## config.mk

```make
export PLATFORM = sky130hd
export DESIGN_NAME = urx_status_encoder
export DESIGN_NICKNAME = d
export VERILOG_FILES = /design/src/verilog/urx_pkg.sv /design/src/verilog/urx_sync3.sv /design/src/verilog/urx_status_encoder.sv
export SDC_FILE = /design/constraint.sdc
export NUM_CORES = 1
export LEC_CHECK = 0
export BUFFER_PORTS_ARGS = -buffer_cell sky130_fd_sc_hd__buf_2
export CAP_MARGIN = 20
export CORE_MARGIN = 2
export CORE_UTILIZATION = 30
export DETAILED_ROUTE_END_ITERATION = 6
export MAX_ROUTING_LAYER = met4
export PLACE_DENSITY = 0.6
export SLEW_MARGIN = 30
export SYNTH_ARGS = -nofsm -noshare
export SYNTH_HDL_FRONTEND = slang
export SYNTH_SLANG_ARGS = --single-unit
export TNS_END_PERCENT = 30
```

## constraint.sdc

```tcl
create_clock -name mclk -period 2.4 [get_ports mclk]
set_input_delay 0.36 -clock mclk [delete_from_list [all_inputs] [get_ports mclk]]
set_output_delay 0.36 -clock mclk [all_outputs]
set_load 0.005 [all_outputs]
```

## src/verilog/urx_pkg.sv

```systemverilog
package urx_pkg;
  // Status byte field positions
  localparam int URX_LS_LO = 0;
  localparam int URX_LS_HI = 1;
  localparam int URX_VB_LO = 2;
  localparam int URX_VB_HI = 3;
  localparam int URX_EV_LO = 4;
  localparam int URX_EV_HI = 5;
  localparam int URX_ID_BIT = 6;
  localparam int URX_ALT_BIT = 7;
  // Encoded VBUS levels
  localparam logic [1:0] URX_VB_END = 2'h0;
  localparam logic [1:0] URX_VB_LOW = 2'h1;
  localparam logic [1:0] URX_VB_SESS = 2'h2;
  localparam logic [1:0] URX_VB_VALID = 2'h3;
  // Encoded receive events
  localparam logic [1:0] URX_EV_IDLE = 2'h0;
  localparam logic [1:0] URX_EV_ACTIVE = 2'h1;
  localparam logic [1:0] URX_EV_ERROR = 2'h3;
  localparam logic [1:0] URX_EV_DISC = 2'h2;
  // Line states
  localparam logic [1:0] URX_LS_SE0 = 2'h0;
  localparam logic [1:0] URX_LS_SE1 = 2'h3;
  // Send scheduler states
  typedef enum logic [2:0] {
    URX_ST_IDLE = 3'h1,
    URX_ST_PEND = 3'h2,
    URX_ST_SEND = 3'h4
  } urx_state_type;
endpackage : urx_pkg

```

## src/verilog/urx_sync3.sv

```systemverilog
`timescale 1ns/1ps
// Three-stage synchroniser; output moves when stages two and three agree
module urx_sync3 import urx_pkg::*; #(
  parameter int WIDTH = 1
) (
  input wire logic mclk,
  input wire logic reset,
  input wire logic [WIDTH-1:0] din,
  output logic [WIDTH-1:0] dout
);
  logic [WIDTH-1:0] s1_r, s2_r, s3_r, out_r;
  logic [WIDTH-1:0] out_nxt;

  // Per-bit agreement filter
  always_comb begin
    out_nxt = out_r;
    for (int i = 0; i < WIDTH; i++) begin
      if (s2_r[i] == s3_r[i]) begin
        out_nxt[i] = s3_r[i];
      end
    end
  end

  // Registers only
  always_ff @(posedge mclk) begin
    if (reset) begin
      s1_r <= '0;
      s2_r <= '0;
      s3_r <= '0;
      out_r <= '0;
    end else begin
      s1_r <= din;
      s2_r <= s1_r;
      s3_r <= s2_r;
      out_r <= out_nxt;
    end
  end
  assign dout = out_r;
endmodule : urx_sync3

```

## src/verilog/urx_status_encoder.sv

```systemverilog
`timescale 1ns/1ps
module urx_status_encoder import urx_pkg::*; (
  input wire logic mclk,
  input wire logic reset,
  input wire logic fs_dp_rx,
  input wire logic fs_dm_rx,
  input wire logic session_end_flag,
  input wire logic session_valid_flag,
  input wire logic vbus_valid_flag,
  input wire logic rx_active,
  input wire logic rx_error,
  input wire logic host_disconnect_flag,
  input wire logic id_pin,
  input wire logic carkit_int_pending,
  input wire logic dir_in,
  input wire logic nxt_in,
  output logic [7:0] status_byte,
  output logic status_send,
  output logic line_se0,
  output logic line_se1
);
  ////////////////////////////////////////////////////////////////////////
  // Pin inputs cross into mclk
  logic [1:0] line_s;   // Filtered D+/D-
  logic [2:0] vb_s;     // Filtered comparators
  logic id_s;           // Filtered ID level

  urx_sync3 #(.WIDTH(6)) u_sync (
    .mclk(mclk),
    .reset(reset),
    .din({id_pin, vbus_valid_flag, session_valid_flag, session_end_flag,
          fs_dm_rx, fs_dp_rx}),
    .dout({id_s, vb_s, line_s})
  );

  // VBUS level encoding, highest comparator first
  function automatic logic [1:0] enc_vbus(input logic [2:0] v);
    if (v[2]) enc_vbus = URX_VB_VALID;
    else if (v[1]) enc_vbus = URX_VB_SESS;
    else if (v[0]) enc_vbus = URX_VB_END;
    else enc_vbus = URX_VB_LOW;
  endfunction : enc_vbus

  // Receive event encoding; disconnect overrides everything
  function automatic logic [1:0] enc_event(input logic act,
                                           input logic err,
                                           input logic disc);
    if (disc) enc_event = URX_EV_DISC;
    else if (act && err) enc_event = URX_EV_ERROR;
    else if (act) enc_event = URX_EV_ACTIVE;
    else enc_event = URX_EV_IDLE;
  endfunction : enc_event

  ////////////////////////////////////////////////////////////////////////
  // Status byte snapshot
  logic [7:0] byte_r, byte_nxt;
  logic [1:0] prev_line_r, prev_line_nxt;
  logic [2:0] prev_vb_r, prev_vb_nxt;
  logic prev_id_r, prev_id_nxt;
  logic se0_r, se0_nxt, se1_r, se1_nxt;

  // One consistent sample of every field per clock
  always_comb begin
    byte_nxt = 8'h00;
    byte_nxt[URX_LS_LO] = line_s[0];
    byte_nxt[URX_LS_HI] = line_s[1];
    byte_nxt[URX_VB_HI:URX_VB_LO] = enc_vbus(vb_s);
    byte_nxt[URX_EV_HI:URX_EV_LO] =
      enc_event(rx_active, rx_error, host_disconnect_flag);
    byte_nxt[URX_ID_BIT] = id_s;
    // Carkit latch feeds this; ID/conversion events arrive through it
    byte_nxt[URX_ALT_BIT] = carkit_int_pending;
    se0_nxt = (line_s == URX_LS_SE0);
    se1_nxt = (line_s == URX_LS_SE1);
    prev_line_nxt = line_s;
    prev_vb_nxt = vb_s;
    prev_id_nxt = id_s;
  end

  // Registers only
  always_ff @(posedge mclk) begin
    if (reset) begin
      byte_r <= 8'h00;
      prev_line_r <= 2'h0;
      prev_vb_r <= 3'h0;
      prev_id_r <= 1'h0;
      se0_r <= 1'h1; // Reset byte shows a zero line state
      se1_r <= 1'h0;
    end else begin
      byte_r <= byte_nxt;
      prev_line_r <= prev_line_nxt;
      prev_vb_r <= prev_vb_nxt;
      prev_id_r <= prev_id_nxt;
      se0_r <= se0_nxt;
      se1_r <= se1_nxt;
    end
  end

  ////////////////////////////////////////////////////////////////////////
  // Send scheduling; a change while the bus is busy waits as pending
  logic line_chg, cmp_chg, rx_slot;
  urx_state_type st_r, st_nxt;
  logic send_r, send_nxt;

  assign line_chg = (line_s != prev_line_r);
  assign cmp_chg = (vb_s != prev_vb_r) || (id_s != prev_id_r);
  assign rx_slot = dir_in && !nxt_in && rx_active;

  // Next state and send strobe
  always_comb begin
    st_nxt = st_r;
    send_nxt = 1'b0;
    case (st_r)
      URX_ST_IDLE, URX_ST_SEND: begin
        if (rx_slot) begin
          send_nxt = 1'b1;
          st_nxt = URX_ST_SEND;
        end else if (line_chg || cmp_chg) begin
          if (!dir_in) begin
            send_nxt = 1'b1;
            st_nxt = URX_ST_SEND;
          end else begin
            st_nxt = URX_ST_PEND;
          end
        end else begin
          st_nxt = URX_ST_IDLE;
        end
      end
      URX_ST_PEND: begin
        // Held change goes out once the bus frees or a slot opens
        if (!dir_in || rx_slot) begin
          send_nxt = 1'b1;
          st_nxt = URX_ST_SEND;
        end
      end
      default: begin
        st_nxt = URX_ST_IDLE;
      end
    endcase
  end

  // Registers only
  always_ff @(posedge mclk) begin
    if (reset) begin
      st_r <= URX_ST_IDLE;
      send_r <= 1'b0;
    end else begin
      st_r <= st_nxt;
      send_r <= send_nxt;
    end
  end

  assign status_byte = byte_r;
  assign status_send = send_r;
  assign line_se0 = se0_r;
  assign line_se1 = se1_r;
endmodule : urx_status_encoder

```

==> metrics.yaml, run 1 <==
status:
  status: "finished clean"
sta:
  clock_skew_ns: 0.00398
  fin_crit_sh_pct: 58.1
  hold_viol: 0
  tightestPinTransition_ns: 0.598
  final.setup.tns_ns: 0
  rsz0062_at_grt: "false"
  final_max_slew_viol_count: 0
  finalCriticalPeriod_ns: 1.39
  fmaxAchievable_mhz: 717
  setup_viol: 0
  slew_headroom_pct: 60.2
  whs_ns: 0.249
  setup_slack_ns: 1.01
setup_path:
  reg2reg_to: "status_send"
  critPathSlowestCell: "dfxtp_1"
  slowest_delay_ns: 0.34
  worstSetupPathType: "flop to flop"
  crit_fanout: 4
  r2r_slack_ns: 1.01
  crit_path_start_kind: "flop"
  r2r-start: "u_sync.dout[5]"
  path_cells: "xor2_1, nor4_4, nand3_2, o311a_1"
  critical_path_arrival_ns: 1.57
  reg2regPathDepth: 4
  endpoint_kind: "flop"
  required_ns: 2.58
cells_and_area:
  regArea_um2: 821
  drive_gt1_share_pct: 23.5
  fin_nets: 163
  multiInputGateArea_um2: 500
  antenna_cells: 0
  stdcell_count: 201
  layout_commonest_cell: "dfxtp_1"
  area_delta_synth_final_pct: 18.4
  mostFrequentLayoutCells: "41 x dfxtp_1, 24 x nor2b_1, 24 x buf_2"
  fillers: 452
  finalInstanceArea_mm2: 0.00160
clock_tree:
  clk_pin_slew_worst_paths_ns: 0.07
  htree_levels: 2
  hold_buffers: 0
  cts_inserted_buffers: 5
  cts_setup_buffers: 0
  clk_latency_ns: 0.29
  cts_tree: "done"
  clkSinkCount: 41
  cts_buffer_depth: 2
  cts_resized: 0
  cts-root-buf: "clkbuf_8"
synthesis:
  netlist_top_cells_area: "dfxtp_1 61%, nor2b_1 11%, xor2_1 3.2%"
  synth_xor_area_share_pct: 6.48
  ys_seq_elements: 41
  seq_area_frac_synth_pct: 60.7
  ys_warn_count: 0
  synth_top_cell_by_area: "dfxtp_1"
  synth_compound_area_share_pct: 8.70
  synth_adder_area_share_pct: 0
  synthSimpleGateAreaFrac_pct: 21.9
  syn_inst: 123
  syn_avg_cell_area_um2: 11.0
  synth.area.mux_share_pct: 0
  synth.top_cell.area_share_pct: 60.7
  synth_top_family_by_area: "simple AND/OR/NAND/NOR gates"
  synth.distinct_cells: 24
  synth_area_mm2: 0.00135
  syn-num-nets: 137
place:
  dpl_cell_area_mm2: 0.00151
  gp_congestion: 0.645
  post-place-cells: 194
  dpl.hpwl_um: 1410
  pre_cts_ws_ns: 1.02
  io_buffers: 24
global_routing:
  track_usage_pct: 9.47
  grt_pass1_vias: 872
  grt_max_degree: 37
  antenna_found_initial: 0
  overflow: 0
  grt_pass1_wl_um: 3560
die:
  die_x_um: 71.1
  start_util_pct: 31.0
  row_count: 24
  ios: 25
  die_h_um: 71.1
  core_area_mm2: 0.00435
  dieArea_mm2: 0.00506
route:
  dr.first_iter.drc_count: 18
  firstDrtPassIters: 4
  wl_per_cell_um: 10.3
  finalWirelength_um: 2060
  drtAntennaViolNets: 0
  vias: 886
  post-route-drc-count: 0
  vias_per_cell: 4.41
pwr:
  p_leak_nw: 0.700
  power_density_mw_per_mm2: 747
  max-vdd-ir-drop_v: 0.000382
hold_path:
  hp-start: "host_disconnect_flag"
  hp-class: "input port to flop"
  min_to: "status_byte[4]"
  whs_path_depth: 2
flow_run:
  cap_viol_max_count: 0
-- flip-flops by register name, summed over array words and instances (netlist names), 3 cells and up --
register and cells:
u_sync.dout 6, u_sync.s3_r 6, st_r 3, status_byte 8
u_sync.s2_r 6, prev_vb_r 3, u_sync.s1_r 6
-- area by class of cell --
cell class / instances / share of cell area, %
Clock buffer: 7 / 5.39
Timing Repair Buffer: 24 / 7.51
Sequential cell: 41 / 51.3
Multi-Input combinational cell: 75 / 31.3
Tap cell: 52 / 4.07
Inverter: 2 / 0.469
-- cells in the mapped netlist --
cell / count
dfxtp_1: 41
nor2b_1: 24
a21oi_1: 8
nand2_1: 8
nor2_1: 7
o21ai_0: 6
xor2_1: 5
clkbuf_1: 4
inv_1: 2
nand2b_1: 2
nor3b_1: 2
o311a_1: 2
a32oi_1: 1
and2_1: 1
buf_4: 1
nand3_2: 1
nor2b_2: 1
nor4_4: 1
o2111a_1: 1
o31ai_1: 1
or2_1: 1
or3b_1: 1
xnor2_2: 1
xnor2_4: 1
-- how the worst max path moves through the flow --
| stage | startpoint | end | slack, ns | cells past startpoint |
|---|---|---|---|---|
| 6_report | u_sync.dout[5] | status_send | 1.01 | 4 |
| 5_1_grt | u_sync.dout[5] | status_send | 0.95 | 4 |
| 4_1_cts | u_sync.dout[3] | status_send | 0.99 | 4 |
| 3_5_place_dp | u_sync.dout[3] | st_r[2] | 1.02 | 4 |
| 3_3_place_gp | u_sync.dout[3] | status_send | 1.07 | 4 |
| 2_1_floorplan | u_sync.dout[5] | st_r[2] | 1.10 | 4 |
-- metrics by stage --
| step | power (mW) | util (%) |
|---|---|---|
| floorplan | 0.752 | - |
| global placement | 0.770 | 34.8 |
| detailed placement | 0.774 | 34.8 |
| CTS | 1.21 | 36.8 |
| global route | 1.26 | 36.8 |
| finish | 1.20 | 36.8 |
-- worst max-delay path, delay by kind of cell, from the launching register on --
family | cells | cell delay, ns
xor+xnor | 1 | 0.19
simple gates | 2 | 0.45
compound gates | 1 | 0.30
flops | 1 | 0.34
-- where the power goes --
| group | internal (mW) | leakage, nW | switching, mW | total [mW] |
|---|---|---|---|---|
| logic | 0.0254 | 0.320 | 0.0250 | 0.0504 |
| clock network | 0.228 | 0.0443 | 0.210 | 0.438 |
| registers | 0.700 | 0.335 | 0.00739 | 0.707 |
| total | 0.953 | 0.700 | 0.243 | 1.20 |
-- per-layer routing --
| layer | part of all wire (%) | global-route usage, % | vias up | wire length, µm |
|---|---|---|---|---|
| met5 | 0 | - | - | 0 |
| met3 | 8.4 | 5.13 | 5 | 173 |
| met2 | 45 | 14.1 | 25 | 934 |
| met1 | 44 | 10.1 | 408 | 911 |
| met4 | 2.1 | 5.03 | 0 | 44 |
| li1 | - | - | 448 | - |
-- cells by family after synthesis --
kind of cell / Yosys count
AO/OA/AOI/OAI: 19
XOR/XNOR: 7
buffers and inverters: 7
flip-flops: 41
AND/OR/NAND/NOR: 49
(Power assumes the default switching activity.)
==> run 2: changes to the inputs <==
PLACE_DENSITY = 0.62   (was 0.6)
clock period = 1.1 ns   (was 2.4 ns; I/O delays follow)
==> run 2 against run 1 <==
Net effect: the run now ends with negative setup slack left; via count rose by 3.4%; maximum frequency grew 0.72%; critical path depth unchanged; worst setup slack worse by 1.3 ns; clock skew decreased by 0.0014 ns; cell count rose by 5.5%; highest routed layer unchanged.
==> metrics.yaml, run 2 (same netlist as run 1, synthesis figures left out) <==
place:
  dpl_cell_area_mm2: 0.00159  # +5.0%
  io_buffers: 24  # unchanged
  dpl.hpwl_um: 1580  # +12%
  gp_congestion: 0.688  # +6.6%
setup_path:
  r2r-start: "u_sync.dout[5]"
  slowest_delay_ns: 0.33  # about the same
  worstSetupPathType: "flop to flop"
  critical_path_arrival_ns: 1.55  # -0.02 ns
  cp-endpoint: "status_send"
  crit_fanout: 3  # -1
  startpoint: "u_sync.dout[5]"
  endpoint_kind: "flop"
  path_depth: 4  # unchanged
  reg2reg_to: "status_send"
  required_ns: 1.27  # -1.31 ns
  r2r_slack_ns: -0.28  # -1.29 ns
  crit_path_start_kind: "flop"
  critPathSlowestCell: "nor4_4"
  critical_path.top_delay_family: "simple AND/OR/NAND/NOR gates"
  cp_num_buf_inv: 0  # unchanged
  path_cells: "xor2_1, nor4_4, nand3_2, o311a_1"
  reg2regPathDepth: 4  # unchanged
die:
  dieArea_mm2: 0.00506  # unchanged
  ios: 25  # unchanged
  die_x_um: 71.1  # unchanged
  start_util_pct: 31.0  # unchanged
  row_count: 24  # unchanged
  die_h_um: 71.1  # unchanged
  core_area_mm2: 0.00435  # unchanged
cells_and_area:
  fin_nets: 173  # +6.1%
  multiInputGateArea_um2: 500  # unchanged
  final_util_pct: 38.3  # +1.6 points
  finalInstanceArea_mm2: 0.00167  # +4.3%
  largest_reg_flops: 8  # unchanged
  drive_gt1_share_pct: 27.5  # +4.0 points
  regArea_um2: 821  # unchanged
  antenna_cells: 0  # unchanged
  mostFrequentLayoutCells: "41 x dfxtp_1, 24 x nor2b_1, 24 x buf_2"
  layout_commonest_cell: "dfxtp_1"
  fillers: 432  # -4.4%
  area_delta_synth_final_pct: 23.5
route:
  wl_per_cell_um: 10.3  # +0.14%
  firstDrtPassIters: 4  # unchanged
  vias: 916  # +3.4%
  post-route-drc-count: 0  # unchanged
  vias_per_cell: 4.32  # -2.0%
  dr.first_iter.drc_count: 23  # +5
  finalWirelength_um: 2180  # +5.6%
  drtAntennaViolNets: 0  # unchanged
clock_tree:
  cts_resized: 0  # unchanged
  cts_tree: "done"
  cts_buffer_depth: 2  # unchanged
  cts_inserted_buffers: 5  # unchanged
  clk_latency_ns: 0.28  # about the same
  clkSinkCount: 41  # unchanged
  clk_pin_slew_worst_paths_ns: 0.07  # about the same
  htree_levels: 2  # unchanged
  cts_setup_buffers: 0  # unchanged
  cts-root-buf: "clkbuf_8"
global_routing:
  use_met1_pct: 9.79  # -0.28 points
  grt_pass1_wl_um: 3900  # +9.5%
  busiest_layer: "met2"
  track_usage_pct: 10.2  # +0.76 points
  use_met2_pct: 17.4  # +3.3 points
  grt_pass1_vias: 979  # +12%
  grt_max_degree: 19  # -49%
  antenna_found_initial: 0  # unchanged
  overflow: 0  # unchanged
  grtUsageMet3_pct: 3.56  # -1.6 points
sta:
  fin_crit_sh_pct: 126  # +68 points
  tightestPinTransition_ns: 0.299  # -0.299 ns
  final_max_slew_viol_count: 0  # unchanged
  slew_headroom_pct: 80.0  # +20 points
  finalCriticalPeriod_ns: 1.38  # -0.00999 ns
  setup_viol: 4  # +4
  hold_viol: 0  # unchanged
  clock_skew_ns: 0.00258  # -0.00140 ns
  final.setup.tns_ns: -0.974  # -0.974 ns
  rsz0062_at_grt: "true"
  setup_slack_ns: -0.284  # -1.29 ns
  fmaxAchievable_mhz: 722  # +0.72%
pwr:
  power_density_mw_per_mm2: 1530  # +100%
  max-vdd-ir-drop_v: 0.000877  # +130%
  total_power_mw: 2.55  # +110%
  p_leak_nw: 0.748  # +6.9%
flow_run:
  cap_viol_max_count: 0  # unchanged
hold_path:
  hp-start: "host_disconnect_flag"
  hp-class: "input port to flop"
status:
  status: "complete, but fails checks"
  violations: "negative setup slack"
## run 2: changes by cell type in the layout (fill, tap and decap cells not counted), sizes merged
cell,previous run,this run
buf,24,34
clkbuf,7,8
## run 2: worst reg2reg max path, cell delays in order, from the launching register on
cell,delay (ns)
dfxtp_1,0.32
xor2_1,0.19
nor4_4,0.33
nand3_2,0.14
o311a_1,0.29
## run 2: how the worst min path moves through the flow
stage / depth (start not counted) / end / slack (ns)
3_3_place_gp: 2 / status_byte[4] / 0.34
4_1_cts: 2 / status_byte[4] / 0.05
5_1_grt: 2 / status_byte[4] / 0.06
6_report: 2 / status_byte[4] / 0.06
2_1_floorplan: 1 / status_byte[4] / 0.24
3_5_place_dp: 2 / status_byte[4] / 0.36
## run 2: layout make-up
class | count | area share, %
inverter | 2 | 0.450
multi-input combinational | 75 | 30.0
tap | 52 | 3.90
sequential | 41 | 49.2
clock buffer | 8 | 4.80
timing repair buffer | 34 | 11.7
## run 2: what timing repair did
action / CTS / global route
setup endpoints to repair: 4 / 4
gates cloned: 0 / 0
hold buffers: 0 / 0
pin swaps: 1 / 3
## run 2: power breakdown
part / internal (mW) / switching [mW] / total [mW]
clock: 0.450 / 0.435 / 0.885
combinational: 0.0612 / 0.0582 / 0.119
sequential: 1.53 / 0.0161 / 1.54
total: 2.04 / 0.509 / 2.55
## run 2: routing by layer
metal / part of all wire (%) / routed length (µm)
met3: 5.9 / 129
met1: 42 / 923
met5: 0 / 0
met2: 50 / 1090
met4: 1.5 / 32
## run 2: stage by stage
stage	setup slack, ns	instances	hold WS (ns)
5_1_grt	-0.358	212	0.0608
6_report	-0.284	212	0.0594
3_5_place_dp	-0.251	204	0.356
2_1_floorplan	-0.192	123	0.241
4_1_cts	-0.263	212	0.0498
3_3_place_gp	-0.200	204	0.343
